===== src/ave_defs.svh =====
// Constants of the analog value encoder: fixed codes, band limits, scaling.
// Assumes nothing; included by the encoder and the top files by bare name.
`ifndef AVE_DEFS_SVH
`define AVE_DEFS_SVH

`define AVE_WORD_W 16
`define AVE_SIGN_POS 15
`define AVE_LSB_MASK 16'hfff0
`define AVE_CODE_ZERO 16'h0000
`define AVE_CODE_NOM 16'h6c00
`define AVE_CODE_OVR_MAX 16'h7eff
`define AVE_CODE_OVERFLOW 16'h7fff
`define AVE_CODE_UNDERFLOW 16'h8000
`define AVE_CODE_PARAM_ERR 16'h7fff
`define AVE_CODE_UDR_BIP 16'h8100
`define AVE_CODE_UDR_UNI 16'hed00
`define AVE_RAW_FULL 16384
`define AVE_GAIN_SHIFT 16
`define AVE_LZ_FULL_MA 20
`define AVE_LZ_SPAN_MA 16
`define AVE_LZ_OFS_MA 4
`define AVE_RANGE_W 4
`define AVE_RES_NCH 4
`define AVE_AO_NCH 2

`endif


===== src/ave_pkg.sv =====
// Types shared by the analog value encoder files.
// Assumes the range codes below are what the channel configuration holds.
package ave_pkg;

  typedef enum logic [3:0] {
    AVE_R_OFF = 4'h0,
    AVE_R_V_BIP = 4'h1,
    AVE_R_V_UNI = 4'h2,
    AVE_R_I_BIP = 4'h3,
    AVE_R_I_UNI = 4'h4,
    AVE_R_I_LZ = 4'h5,
    AVE_R_RES = 4'h6
  } ave_range_type;

  typedef enum logic [1:0] {
    AVE_F_OK = 2'b00,
    AVE_F_OVER = 2'b01,
    AVE_F_UNDER = 2'b10,
    AVE_F_PERR = 2'b11
  } ave_flag_type;

  typedef enum logic [1:0] {
    AVE_S_IDLE = 2'b00,
    AVE_S_CALC = 2'b01,
    AVE_S_STORE = 2'b10
  } ave_state_type;

endpackage : ave_pkg


===== src/ave_enc_if.sv =====
// Carrier between the encoder core and its user.
// Assumes a purely combinational encoder on the far side.
`timescale 1ns/1ps
interface ave_enc_if;
  import ave_pkg::*;
  logic signed [15:0] raw;
  ave_range_type range;
  logic perr;
  logic [15:0] code;
  ave_flag_type flag;
  modport enc (input raw, input range, input perr, output code, output flag);
  modport user (output raw, output range, output perr, input code, input flag);
endinterface : ave_enc_if


===== src/ave_encoder.sv =====
// Combinational scaling and band limiting of one raw conversion sample.
// Assumes raw counts where RAW_FULL equals 10 V, 20 mA or 600 ohm.
`timescale 1ns/1ps
`include "ave_defs.svh"
module ave_encoder #(
  parameter int RAW_FULL = `AVE_RAW_FULL
) (
  ave_enc_if.enc e
);
  import ave_pkg::*;

  localparam longint GAIN = (longint'(`AVE_CODE_NOM) <<< `AVE_GAIN_SHIFT) / RAW_FULL;
  localparam longint GAIN_LZ = ((longint'(`AVE_CODE_NOM) <<< `AVE_GAIN_SHIFT) *
    `AVE_LZ_FULL_MA) / (`AVE_LZ_SPAN_MA * RAW_FULL);
  localparam logic signed [16:0] LZ_OFS = 17'((RAW_FULL * `AVE_LZ_OFS_MA) / `AVE_LZ_FULL_MA);
  localparam logic signed [31:0] LIM_HI = 32'($signed(`AVE_CODE_OVR_MAX));
  localparam logic signed [31:0] LIM_BIP = 32'($signed(`AVE_CODE_UDR_BIP));
  localparam logic signed [31:0] LIM_UNI = 32'($signed(`AVE_CODE_UDR_UNI));

  if (RAW_FULL < 256 || RAW_FULL > 32767) begin : g_bad_full
    $error("ave_encoder: RAW_FULL out of range");
  end

  // Live-zero: take away the 4 mA share first
  wire is_lz = (e.range == AVE_R_I_LZ);
  wire signed [16:0] lin = is_lz ? (17'(e.raw) - LZ_OFS) : 17'(e.raw);
  wire signed [25:0] gain = is_lz ? 26'(GAIN_LZ) : 26'(GAIN);
  // Linear scale to 27648 at nominal top
  wire signed [47:0] prod = 48'(lin) * 48'(gain);
  wire signed [31:0] scaled = 32'(prod >>> `AVE_GAIN_SHIFT);

  wire known = (e.range == AVE_R_V_BIP) || (e.range == AVE_R_V_UNI) ||
    (e.range == AVE_R_I_BIP) || (e.range == AVE_R_I_UNI) || is_lz ||
    (e.range == AVE_R_RES) || (e.range == AVE_R_OFF);
  wire is_bip = (e.range == AVE_R_V_BIP) || (e.range == AVE_R_I_BIP);
  wire is_res = (e.range == AVE_R_RES);
  // Underdrive floor per range
  wire signed [31:0] lim_lo = is_bip ? LIM_BIP : (is_res ? 32'sd0 : LIM_UNI);

  always_comb begin
    e.code = `AVE_CODE_ZERO;
    e.flag = AVE_F_OK;
    if (e.perr || !known) begin
      e.code = `AVE_CODE_PARAM_ERR;
      e.flag = AVE_F_PERR;
    end else if (e.range == AVE_R_OFF) begin
      e.code = `AVE_CODE_ZERO;
    end else if (scaled > LIM_HI) begin
      e.code = `AVE_CODE_OVERFLOW;
      e.flag = AVE_F_OVER;
    end else if (is_res && scaled < 32'sd0) begin
      e.code = `AVE_CODE_ZERO;
    end else if (scaled < lim_lo) begin
      e.code = `AVE_CODE_UNDERFLOW;
      e.flag = AVE_F_UNDER;
    end else begin
      e.code = scaled[15:0] & `AVE_LSB_MASK;
    end
  end

endmodule : ave_encoder


===== src/ave_top.sv =====
// Analog value encoder: raw conversions in, 16-bit process words out.
// Assumes a converter front end giving one sample per handshake and a
// process-image reader polling words bytewise; one clock, sync reset.
`timescale 1ns/1ps
`include "ave_defs.svh"
module ave_top #(
  parameter int NCH = `AVE_RES_NCH,
  parameter int NAO = `AVE_AO_NCH,
  parameter int RAW_FULL = `AVE_RAW_FULL
) (
  input wire logic clock,
  input wire logic resetn,
  input wire logic conv_valid,
  output logic conv_ready,
  input wire logic [$clog2(NCH)-1:0] conv_chan,
  input wire logic signed [15:0] conv_raw,
  input wire logic [NCH*`AVE_RANGE_W-1:0] chan_range,
  input wire logic [NCH-1:0] param_busy,
  output logic res_valid,
  output logic [$clog2(NCH)-1:0] res_chan,
  output logic [15:0] res_word,
  output ave_pkg::ave_flag_type res_flag,
  input wire logic [$clog2(NCH)-1:0] rd_chan,
  input wire logic rd_byte_sel,
  output logic [7:0] rd_data,
  output logic [NCH-1:0] sign_bit,
  input wire logic [NAO*16-1:0] ao_word,
  input wire logic [NAO*`AVE_RANGE_W-1:0] ao_type,
  output logic [NAO*16-1:0] ao_dac,
  output logic [NAO-1:0] ao_zero
);
  import ave_pkg::*;

  localparam int CW = $clog2(NCH);

  if (NCH < 2 || NCH > 16) begin : g_bad_nch
    $error("ave_top: NCH must be 2 to 16");
  end
  if (NAO < 1 || NAO > 16) begin : g_bad_nao
    $error("ave_top: NAO must be 1 to 16");
  end

  ave_state_type state_r;
  ave_state_type state_nxt;
  logic signed [15:0] raw_r;
  logic [CW-1:0] chan_r;
  ave_range_type range_r;
  logic perr_r;
  logic [15:0] code_r;
  ave_flag_type flag_r;
  logic conv_ready_r;
  logic res_valid_r;
  logic [CW-1:0] res_chan_r;
  logic [15:0] res_word_r;
  ave_flag_type res_flag_r;
  logic [7:0] rd_data_r;
  logic [15:0] res_mem_r [NCH];
  logic [NCH-1:0] sign_bit_r;
  logic [NAO*16-1:0] ao_dac_r;
  logic [NAO-1:0] ao_zero_r;

  ave_enc_if enc_bus ();

  ave_encoder #(
    .RAW_FULL(RAW_FULL)
  ) u_enc (
    .e(enc_bus)
  );

  // Sample accepted only in idle; one sample in flight
  wire take = conv_valid && (state_r == AVE_S_IDLE);
  wire [`AVE_RANGE_W-1:0] sel_range = chan_range[conv_chan*`AVE_RANGE_W +: `AVE_RANGE_W];
  wire sel_busy = param_busy[conv_chan];
  wire [15:0] rd_word = res_mem_r[rd_chan];
  wire [7:0] rd_byte = rd_byte_sel ? rd_word[7:0] : rd_word[15:8];

  assign enc_bus.raw = raw_r;
  assign enc_bus.range = range_r;
  assign enc_bus.perr = perr_r;

  always_comb begin
    state_nxt = state_r;
    case (state_r)
      AVE_S_IDLE: begin
        if (conv_valid) begin
          state_nxt = AVE_S_CALC;
        end
      end
      AVE_S_CALC: begin
        state_nxt = AVE_S_STORE;
      end
      AVE_S_STORE: begin
        state_nxt = AVE_S_IDLE;
      end
      default: begin
        state_nxt = AVE_S_IDLE;
      end
    endcase
  end

  always_ff @(posedge clock) begin
    if (!resetn) begin
      state_r <= AVE_S_IDLE;
    end else begin
      state_r <= state_nxt;
    end
  end

  // Capture stage; the range is frozen with the sample
  // No queue: a sample offered while busy waits at the source
  wire signed [15:0] raw_nxt = take ? conv_raw : raw_r;
  wire [CW-1:0] chan_nxt = take ? conv_chan : chan_r;
  wire [`AVE_RANGE_W-1:0] range_nxt = take ? sel_range : range_r;
  wire perr_nxt = take ? sel_busy : perr_r;

  always_ff @(posedge clock) begin
    if (!resetn) begin
      raw_r <= 16'h0000;
    end else begin
      raw_r <= raw_nxt;
    end
  end

  always_ff @(posedge clock) begin
    if (!resetn) begin
      chan_r <= '0;
    end else begin
      chan_r <= chan_nxt;
    end
  end

  always_ff @(posedge clock) begin
    if (!resetn) begin
      range_r <= AVE_R_OFF;
    end else begin
      range_r <= ave_range_type'(range_nxt);
    end
  end

  always_ff @(posedge clock) begin
    if (!resetn) begin
      perr_r <= 1'b0;
    end else begin
      perr_r <= perr_nxt;
    end
  end

  // Encoder result registered to break the multiplier path
  wire calc = (state_r == AVE_S_CALC);
  wire [15:0] code_nxt = calc ? enc_bus.code : code_r;
  wire [1:0] flag_nxt = calc ? enc_bus.flag : flag_r;

  always_ff @(posedge clock) begin
    if (!resetn) begin
      code_r <= 16'h0000;
    end else begin
      code_r <= code_nxt;
    end
  end

  always_ff @(posedge clock) begin
    if (!resetn) begin
      flag_r <= AVE_F_OK;
    end else begin
      flag_r <= ave_flag_type'(flag_nxt);
    end
  end

  // Ready one edge ahead, so the source sees it before the taking edge
  wire conv_ready_nxt = (state_nxt == AVE_S_IDLE);

  always_ff @(posedge clock) begin
    if (!resetn) begin
      conv_ready_r <= 1'b0;
    end else begin
      conv_ready_r <= conv_ready_nxt;
    end
  end

  // Result stage; the word stands until the next store
  wire store = (state_r == AVE_S_STORE);
  wire [CW-1:0] res_chan_nxt = store ? chan_r : res_chan_r;
  wire [15:0] res_word_nxt = store ? code_r : res_word_r;
  wire [1:0] res_flag_nxt = store ? flag_r : res_flag_r;

  always_ff @(posedge clock) begin
    if (!resetn) begin
      res_valid_r <= 1'b0;
    end else begin
      res_valid_r <= store;
    end
  end

  always_ff @(posedge clock) begin
    if (!resetn) begin
      res_chan_r <= '0;
    end else begin
      res_chan_r <= res_chan_nxt;
    end
  end

  always_ff @(posedge clock) begin
    if (!resetn) begin
      res_word_r <= 16'h0000;
    end else begin
      res_word_r <= res_word_nxt;
    end
  end

  always_ff @(posedge clock) begin
    if (!resetn) begin
      res_flag_r <= AVE_F_OK;
    end else begin
      res_flag_r <= ave_flag_type'(res_flag_nxt);
    end
  end

  // Per-channel process-image words
  for (genvar i = 0; i < NCH; i++) begin : g_chan
    wire hit = (state_r == AVE_S_STORE) && (chan_r == CW'(i));
    always_ff @(posedge clock) begin
      if (!resetn) begin
        res_mem_r[i] <= 16'h0000;
        sign_bit_r[i] <= 1'b0;
      end else if (hit) begin
        res_mem_r[i] <= code_r;
        sign_bit_r[i] <= code_r[`AVE_SIGN_POS];
      end
    end
  end

  // Byte readout, one cycle after the select
  always_ff @(posedge clock) begin
    if (!resetn) begin
      rd_data_r <= 8'h00;
    end else begin
      rd_data_r <= rd_byte;
    end
  end

  // Analog outputs: check the commanded word against its range
  for (genvar k = 0; k < NAO; k++) begin : g_ao
    wire signed [15:0] w = $signed(ao_word[k*16 +: 16]);
    wire [`AVE_RANGE_W-1:0] t = ao_type[k*`AVE_RANGE_W +: `AVE_RANGE_W];
    wire t_bip = (t == AVE_R_V_BIP) || (t == AVE_R_I_BIP);
    wire t_uni = (t == AVE_R_V_UNI) || (t == AVE_R_I_UNI) || (t == AVE_R_I_LZ);
    wire above = w > $signed(`AVE_CODE_OVR_MAX);
    wire below_bip = w < $signed(`AVE_CODE_UDR_BIP);
    wire below_uni = w < $signed(`AVE_CODE_ZERO);
    // outside range or inactive type gives zero
    wire out_bad = !(t_bip || t_uni) || above || (t_bip && below_bip) ||
      (t_uni && below_uni);
    wire [15:0] ao_dac_nxt = out_bad ? `AVE_CODE_ZERO : ao_word[k*16 +: 16];
    always_ff @(posedge clock) begin
      if (!resetn) begin
        ao_dac_r[k*16 +: 16] <= 16'h0000;
      end else begin
        ao_dac_r[k*16 +: 16] <= ao_dac_nxt;
      end
    end
    always_ff @(posedge clock) begin
      if (!resetn) begin
        // Outputs start blanked until a valid command arrives
        ao_zero_r[k] <= 1'b1;
      end else begin
        ao_zero_r[k] <= out_bad;
      end
    end
  end

  assign conv_ready = conv_ready_r;
  assign res_valid = res_valid_r;
  assign res_chan = res_chan_r;
  assign res_word = res_word_r;
  assign res_flag = res_flag_r;
  assign rd_data = rd_data_r;
  assign sign_bit = sign_bit_r;
  assign ao_dac = ao_dac_r;
  assign ao_zero = ao_zero_r;

endmodule : ave_top


===== config.mk =====
export PLATFORM = sky130hd
export DESIGN_NAME = ave_top
export DESIGN_NICKNAME = d
export VERILOG_FILES = /design/src/ave_pkg.sv /design/src/ave_enc_if.sv /design/src/ave_encoder.sv /design/src/ave_top.sv
export VERILOG_INCLUDE_DIRS = /design/src /design/src/src
export SDC_FILE = /design/constraint.sdc
export NUM_CORES = 1
export LEC_CHECK = 0
export BUFFER_PORTS_ARGS = -buffer_cell sky130_fd_sc_hd__buf_2
export CAP_MARGIN = 20
export CORE_UTILIZATION = 40
export CTS_CLUSTER_DIAMETER = 40
export DETAILED_ROUTE_END_ITERATION = 16
export PLACE_DENSITY = 0.56
export SLEW_MARGIN = 15
export SYNTH_ARGS = -nofsm -noshare
export SYNTH_HDL_FRONTEND = slang
export SYNTH_SLANG_ARGS = --single-unit

===== constraint.sdc =====
create_clock -name clock -period 10.34 [get_ports clock]
set_input_delay 1.034 -clock clock [delete_from_list [all_inputs] [get_ports clock]]
set_output_delay 1.034 -clock clock [all_outputs]
set_load 0.005 [all_outputs]

==> run_results.csv, run 1 <==
group,metric,value,unit
status,status,"completed",
power,power_leakage,0.006301,uW
flow_run,maxCapViolCount,0,
clock_tree,clk_path_buf_depth,2,
min_path,min_from,"res_word[8]",
critical_path,critPathSlowestCell,"fa_1",
logic_synthesis,netlist_top_cells_count,"162 x inv_1, 134 x nand2_1, 120 x ha_1",
critical_path,rr_startpoint,"enc_bus.raw[4]",
drt,via_per_inst,4.907,
power,finalPower,1897,uW
layout,fillers,2682,
drt,drt_iter0_drc,396,
global_route,grt_usage,0.1855,
clock_tree,clkSinkCount,155,
critical_path,setup.worst_path.end_class,"flip-flop",
critical_path,crit_path_start_kind,"flip-flop",
clock_tree,ctsRootBufferMaster,"clkbuf_16",
timing,timing.fmax,108.4,MHz
die,die_h,170.6,um
power,power_density,145.7,nW/um2
min_path,min_to,"res_word[8]",
logic_synthesis,synth_edf_count,52,
logic_synthesis,synth-seq-cells,155,
logic_synthesis,ys.flop_type,"dfxtp_1",
timing,period_needed,9222,ps
critical_path,arrival,9560,ps
timing,rsz0062_at_grt,"false",
die,initial_core_util,0.4080,
die,die_w,170.6,um
global_route,antenna_found_initial,0,
layout,antenna_cells,0,
placement,io_buffers,151,
clock_tree,clk_latency,430,ps
drt,firstDrtPassIters,4,
drt,drt_wl_total,26270,um
global_route,overflow,0,
timing,slew_violations,0,
die,dieArea,29100,um2
critical_path,ff2ff_setup_slack,1120,ps
critical_path,worstRegToRegCells,34,
timing,max_slew_margin,0.3331,
clock_tree,post_cts_resized,0,
die,core,27860,um2
logic_synthesis,netlist_instances,1168,
critical_path,r2r_end,"code_r[6]",
layout,nets,1583,
logic_synthesis,syn_avg_cell_area,9.732,um2
critical_path,crit_fanout,10,
drt,drc,0,
clock_tree,post_cts_buffers,0,
layout,drive_gt1_frac,0.1769,
clock_tree,path_clk_slew,70,ps
critical_path,critPathRequiredTime,10680,ps
timing,tightestPinTransition,1000,ps
drt,wl_per_cell,15.50,um
critical_path,slowest_delay,520,ps
logic_synthesis,synth_area,11370,um2
clock_tree,cts_tree,"built",
timing,hold_violations,0,
logic_synthesis,synthTopCellsByArea,"dfxtp_1 18%, edfxtp_1 14%, fa_1 13%",
logic_synthesis,yosys_warnings,0,
clock_tree,cts_hold_buf,0,
logic_synthesis,yosysMostFrequentCell,"inv_1",
power,ir_worst_vdd,111.1,uV
logic_synthesis,synth-async-reset-ratio,0,
global_route,grt_max_degree,55,
die,placementRows,61,
clock_tree,cts_buffers,17,
min_path,hp-class,"reg2reg",
layout,syn_to_final_growth,14.52,%
timing,setup_viol,0,
timing,final.setup.tns,0,ps
logic_synthesis,synth_cell_type_count,81,
drt,vias,8317,
timing,min_period_over_period,0.8919,
drt,ant_nets,0,
logic_synthesis,synth_top_cell_area_share,0.1814,
die,ios,152,
placement,hpwlAfterDp,20720,um
clock_tree,htree_levels,4,
critical_path,path_class,"reg2reg",
placement,gp_congestion,0.8551,
logic_synthesis,ys_seq_area_frac,0.3188,
logic_synthesis,synth_top_area_cell,"dfxtp_1",
timing,clock_skew,13.55,ps
global_route,grt_pass1_wl,41900,um
min_path,whs_path_depth,2,
global_route,grt_pass1_vias,7983,
## cells in the final DEF (no fill, tap or decap), types with 5 or more instances in the layout
master	count
a211oi_1	8
clkbuf_16	17
buf_4	8
and2_1	104
a21o_1	9
dfxtp_1	103
xnor2_1	17
a22oi_1	5
conb_1	6
or3_1	8
nor2b_1	9
mux4_2	18
o211ai_1	14
fa_1	75
nand2b_1	13
nand4_1	10
o21ai_1	9
ha_1	120
mux2i_1	8
nand2_1	134
a21oi_1	74
o21ai_0	17
inv_1	162
edfxtp_1	52
o21bai_1	6
nor3_1	10
buf_2	151
xor2_1	9
nor2_1	45
## cell families (layout without fill, tap and decap cells)
group                    Yosys count  after routing  share of synthesized area
multiplexers                      28             28                    0.04469
adder cells (fa/ha/maj)          195            195                     0.2642
other                              2              6                  0.0006607
XOR/XNOR                          28             28                    0.02345
buffers and inverters            210            355                    0.07364
flip-flops                       155            155                     0.3188
AO/OA/AOI/OAI                    191            191                     0.1152
AND/OR/NAND/NOR                  359            359                     0.1594
## layer usage
layer | part of all wire | global-route usage | wire, um
met1 | 0.50 | 0.2620 | 13020
met2 | 0.47 | 0.3026 | 12460
met3 | 0.021 | 0.02036 | 557
met4 | 0.0088 | 0.04583 | 231
met5 | 0 | 0 | 0
## power breakdown
group	switching, uW	internal [uW]	leakage [uW]	total [uW]
registers	26.7	657	0.00138	684
logic	360	239	0.00464	599
clock network	275	339	0.000283	614
total	661	1240	0.00630	1900
## cell type report
type,count,area (um2),share of cell area
Clock buffer,19,432.9,0.03326
Inverter,164,615.6,0.04729
Timing Repair Buffer,159,815.8,0.06267
Clock inverter,13,130.1,0.009996
Tap cell,378,473.0,0.03633
Sequential cell,155,3623,0.2784
Multi-Input combinational cell,807,6927,0.5321
## through the flow
stage | area, um2 | setup slack, ps | cells | utilization | hold WS [ps]
floorplan | 11380 | 2111 | 1172 | - | 432.0
global placement | 12450 | 1425 | 1663 | 0.4471 | 442.6
detailed placement | 12450 | 1200 | 1663 | 0.4471 | 447.3
CTS | 13020 | 1146 | 1695 | 0.4673 | 455.6
global route | 13020 | 565.8 | 1695 | 0.4673 | 477.3
finish | 13020 | 1118 | 1695 | 0.4673 | 450.2
## sequential cells by signal, indices dropped and copies added (netlist names)
| register | flops |
|---|---|
| enc_bus.range | 4 |
| conv_ready | 1 |
| rd_data | 8 |
| res_valid | 1 |
| enc_bus.raw | 16 |
| flag_r | 1 |
| code_r | 13 |
| ao_zero | 2 |
| res_flag | 1 |
| ao_dac | 32 |
| sign_bit | 4 |
| chan_r | 2 |
| res_chan | 2 |
| res_word | 13 |
| res_mem_r | 52 |
| state_r | 2 |
| enc_bus.perr | 1 |
## worst max-delay path by stage
stage,from,end,cells past startpoint
after floorplan,enc_bus.raw[2],code_r[4],34
after detailed placement,enc_bus.raw[4],code_r[6],34
after global placement,enc_bus.raw[4],code_r[14],34
after global routing,enc_bus.raw[4],code_r[12],34
after CTS,enc_bus.raw[4],code_r[6],34
final,enc_bus.raw[4],code_r[6],34
## worst max-delay path, delay by kind of cell (launching register included)
| family | cells | cell delay, ps |
|---|---|---|
| AO/OA/AOI/OAI | 14 | 3030 |
| XOR/XNOR | 2 | 350 |
| adder cells (fa/ha/maj) | 8 | 3260 |
| buffers and inverters | 2 | 110 |
| flip-flops | 1 | 380 |
| multiplexers | 1 | 190 |
| AND/OR/NAND/NOR | 7 | 1790 |
(Power assumes the default switching activity.)
==> inputs of run 2 (changes only) <==
Settings changed: CELL_PAD_IN_SITES_DETAIL_PLACEMENT set to 0, CELL_PAD_IN_SITES_GLOBAL_PLACEMENT set to 1, PLACE_DENSITY 0.56 to 0.7.
==> run_results.csv, run 2 (synthesis gave the netlist of run 1 again) <==
group,metric,value,unit
timing,period_needed,9120,ps
power,finalPower,1928,uW
clock_tree,ctsRootBufferMaster,"clkbuf_16",
layout,top_register,"res_mem_r",
placement,post-place-cells,1666,
drt,drc,0,
layout,finalNonFillerCells,1698,
layout,final_cell_mix,"162 x inv_1, 151 x buf_2, 134 x nand2_1",
power,clockPowerShare,0.325,
placement,io_buffers,151,
layout,antenna_cells,0,
critical_path,setup.worst_path.end_class,"flip-flop",
critical_path,r2r_end,"code_r[12]",
clock_tree,cts_tree,"built",
critical_path,cp.depth,34,
drt,firstDrtPassIters,5,
drt,via_per_inst,4.944,
power,switchingPower,682.6,uW
timing,setup_viol,0,
clock_tree,post_cts_resized,0,
power,p_seq_frac,0.354,
critical_path,path_class,"reg2reg",
timing,tightestPinTransition,1041,ps
drt,drt_wl_total,26810,um
power,swShare,0.3541,
timing,min_period_over_period,0.8820,
global_route,grt_usage,0.1915,
critical_path,crit_fanout,10,
global_route,overflow,0,
placement,gp_congestion,0.8276,
status,status,"completed",
layout,syn_to_final_growth,14.91,%
min_path,min_from,"res_word[12]",
critical_path,slowest_delay,540,ps
clock_tree,cts_buffers,17,
critical_path,crit_path_start_kind,"flip-flop",
global_route,grt_pass1_vias,8216,
die,die_w,170.6,um
placement,hpwlAfterDp,21740,um
global_route,antenna_found_initial,0,
critical_path,critPathRequiredTime,10680,ps
timing,hold_violations,0,
clock_tree,post_cts_buffers,0,
drt,drt_iter0_drc,526,
global_route,grt_pass1_wl,43360,um
die,die_h,170.6,um
drt,ant_nets,0,
timing,max_slew_margin,0.3000,
die,core,27860,um2
critical_path,ff2ff_setup_slack,1220,ps
layout,nets,1586,
critical_path,path_delay_family,"adder cells",
layout,drive_gt1_frac,0.1803,
die,dieArea,29100,um2
drt,vias,8395,
critical_path,critPathSlowestCell,"fa_1",
critical_path,worstRegToRegCells,34,
die,ios,152,
power,ir_worst_vdd,116.7,uV
power,internal_power,1245,uW
critical_path,arrival,9460,ps
clock_tree,path_clk_slew,70,ps
critical_path,rr_startpoint,"enc_bus.raw[4]",
power,power_leakage,0.006320,uW
drt,wl_per_cell,15.79,um
timing,slew_violations,0,
timing,rsz0062_at_grt,"false",
clock_tree,htree_levels,4,
layout,mostFrequentLayoutCell,"inv_1",
power,power_density,147.6,nW/um2
global_route,grt_max_degree,53,
flow_run,maxCapViolCount,0,
min_path,hp-class,"reg2reg",
clock_tree,clkSinkCount,155,
timing,clock_skew,19.49,ps
die,placementRows,61,
timing,timing.fmax,109.6,MHz
clock_tree,clk_latency,440,ps
die,initial_core_util,0.4080,
power,p_comb_frac,0.321,
critical_path,endpoint,"code_r[12]",
critical_path,path_buf_inv,2,
timing,final.setup.tns,0,ps
critical_path,crit_start,"enc_bus.raw[4]",
clock_tree,clk_path_buf_depth,2,
clock_tree,cts_hold_buf,0,
layout,largest_register_ffs,52,
==> run 2: worst min-delay path: stages (launching register included) <==
cell and delay [ps]:
dfxtp_1 310, nand2_1 50, a21oi_1 50
==> run 2: worst min-delay path by stage <==
| stage | cells past startpoint | to | slack (ps) |
|---|---|---|---|
| after floorplan | 2 | res_flag[1] | 430 |
| after global placement | 2 | res_word[12] | 440 |
| after detailed placement | 2 | res_word[8] | 440 |
| after CTS | 2 | res_word[12] | 450 |
| after global routing | 2 | res_word[6] | 470 |
| final | 2 | res_word[12] | 450 |
==> run 2: routing by layer <==
metal  vias up  track usage  part of all wire
li1       4203            -                 -
met1      4036       0.2675              0.48
met2       141       0.3173              0.49
met3        15      0.01897             0.032
met4         0      0.04779            0.0082
met5         -            0                 0
==> run 2: power groups by stage <==
stage | Combinational (uW) | Clock, uW | Sequential [uW]
after floorplan | 473 | 0 | 687
after global placement | 623 | 0 | 696
after detailed placement | 621 | 0 | 697
after CTS | 629 | 638 | 683
after global routing | 711 | 665 | 688
final | 619 | 626 | 682
==> run 2: cell type report <==
type,count,area [um2]
Sequential cell,155,3623
Timing Repair Buffer,162,838.3
Clock inverter,14,152.6
Fill cell,2731,14800
Tap cell,378,473.0
Inverter,164,615.6
Multi-Input combinational cell,807,6930
Clock buffer,18,429.2
==> run 2: per-stage QoR <==
| stage | cell area, um2 | setup slack, ps | hold slack (ps) | utilization |
|---|---|---|---|---|
| after global placement | 12480 | 1397 | 442.1 | 0.4480 |
| after global routing | 13060 | 489.2 | 465.5 | 0.4689 |
| final | 13060 | 1220 | 451.0 | 0.4689 |
| after detailed placement | 12480 | 1297 | 444.7 | 0.4480 |
| after floorplan | 11380 | 2111 | 432.0 | - |
| after CTS | 13060 | 1228 | 453.9 | 0.4689 |
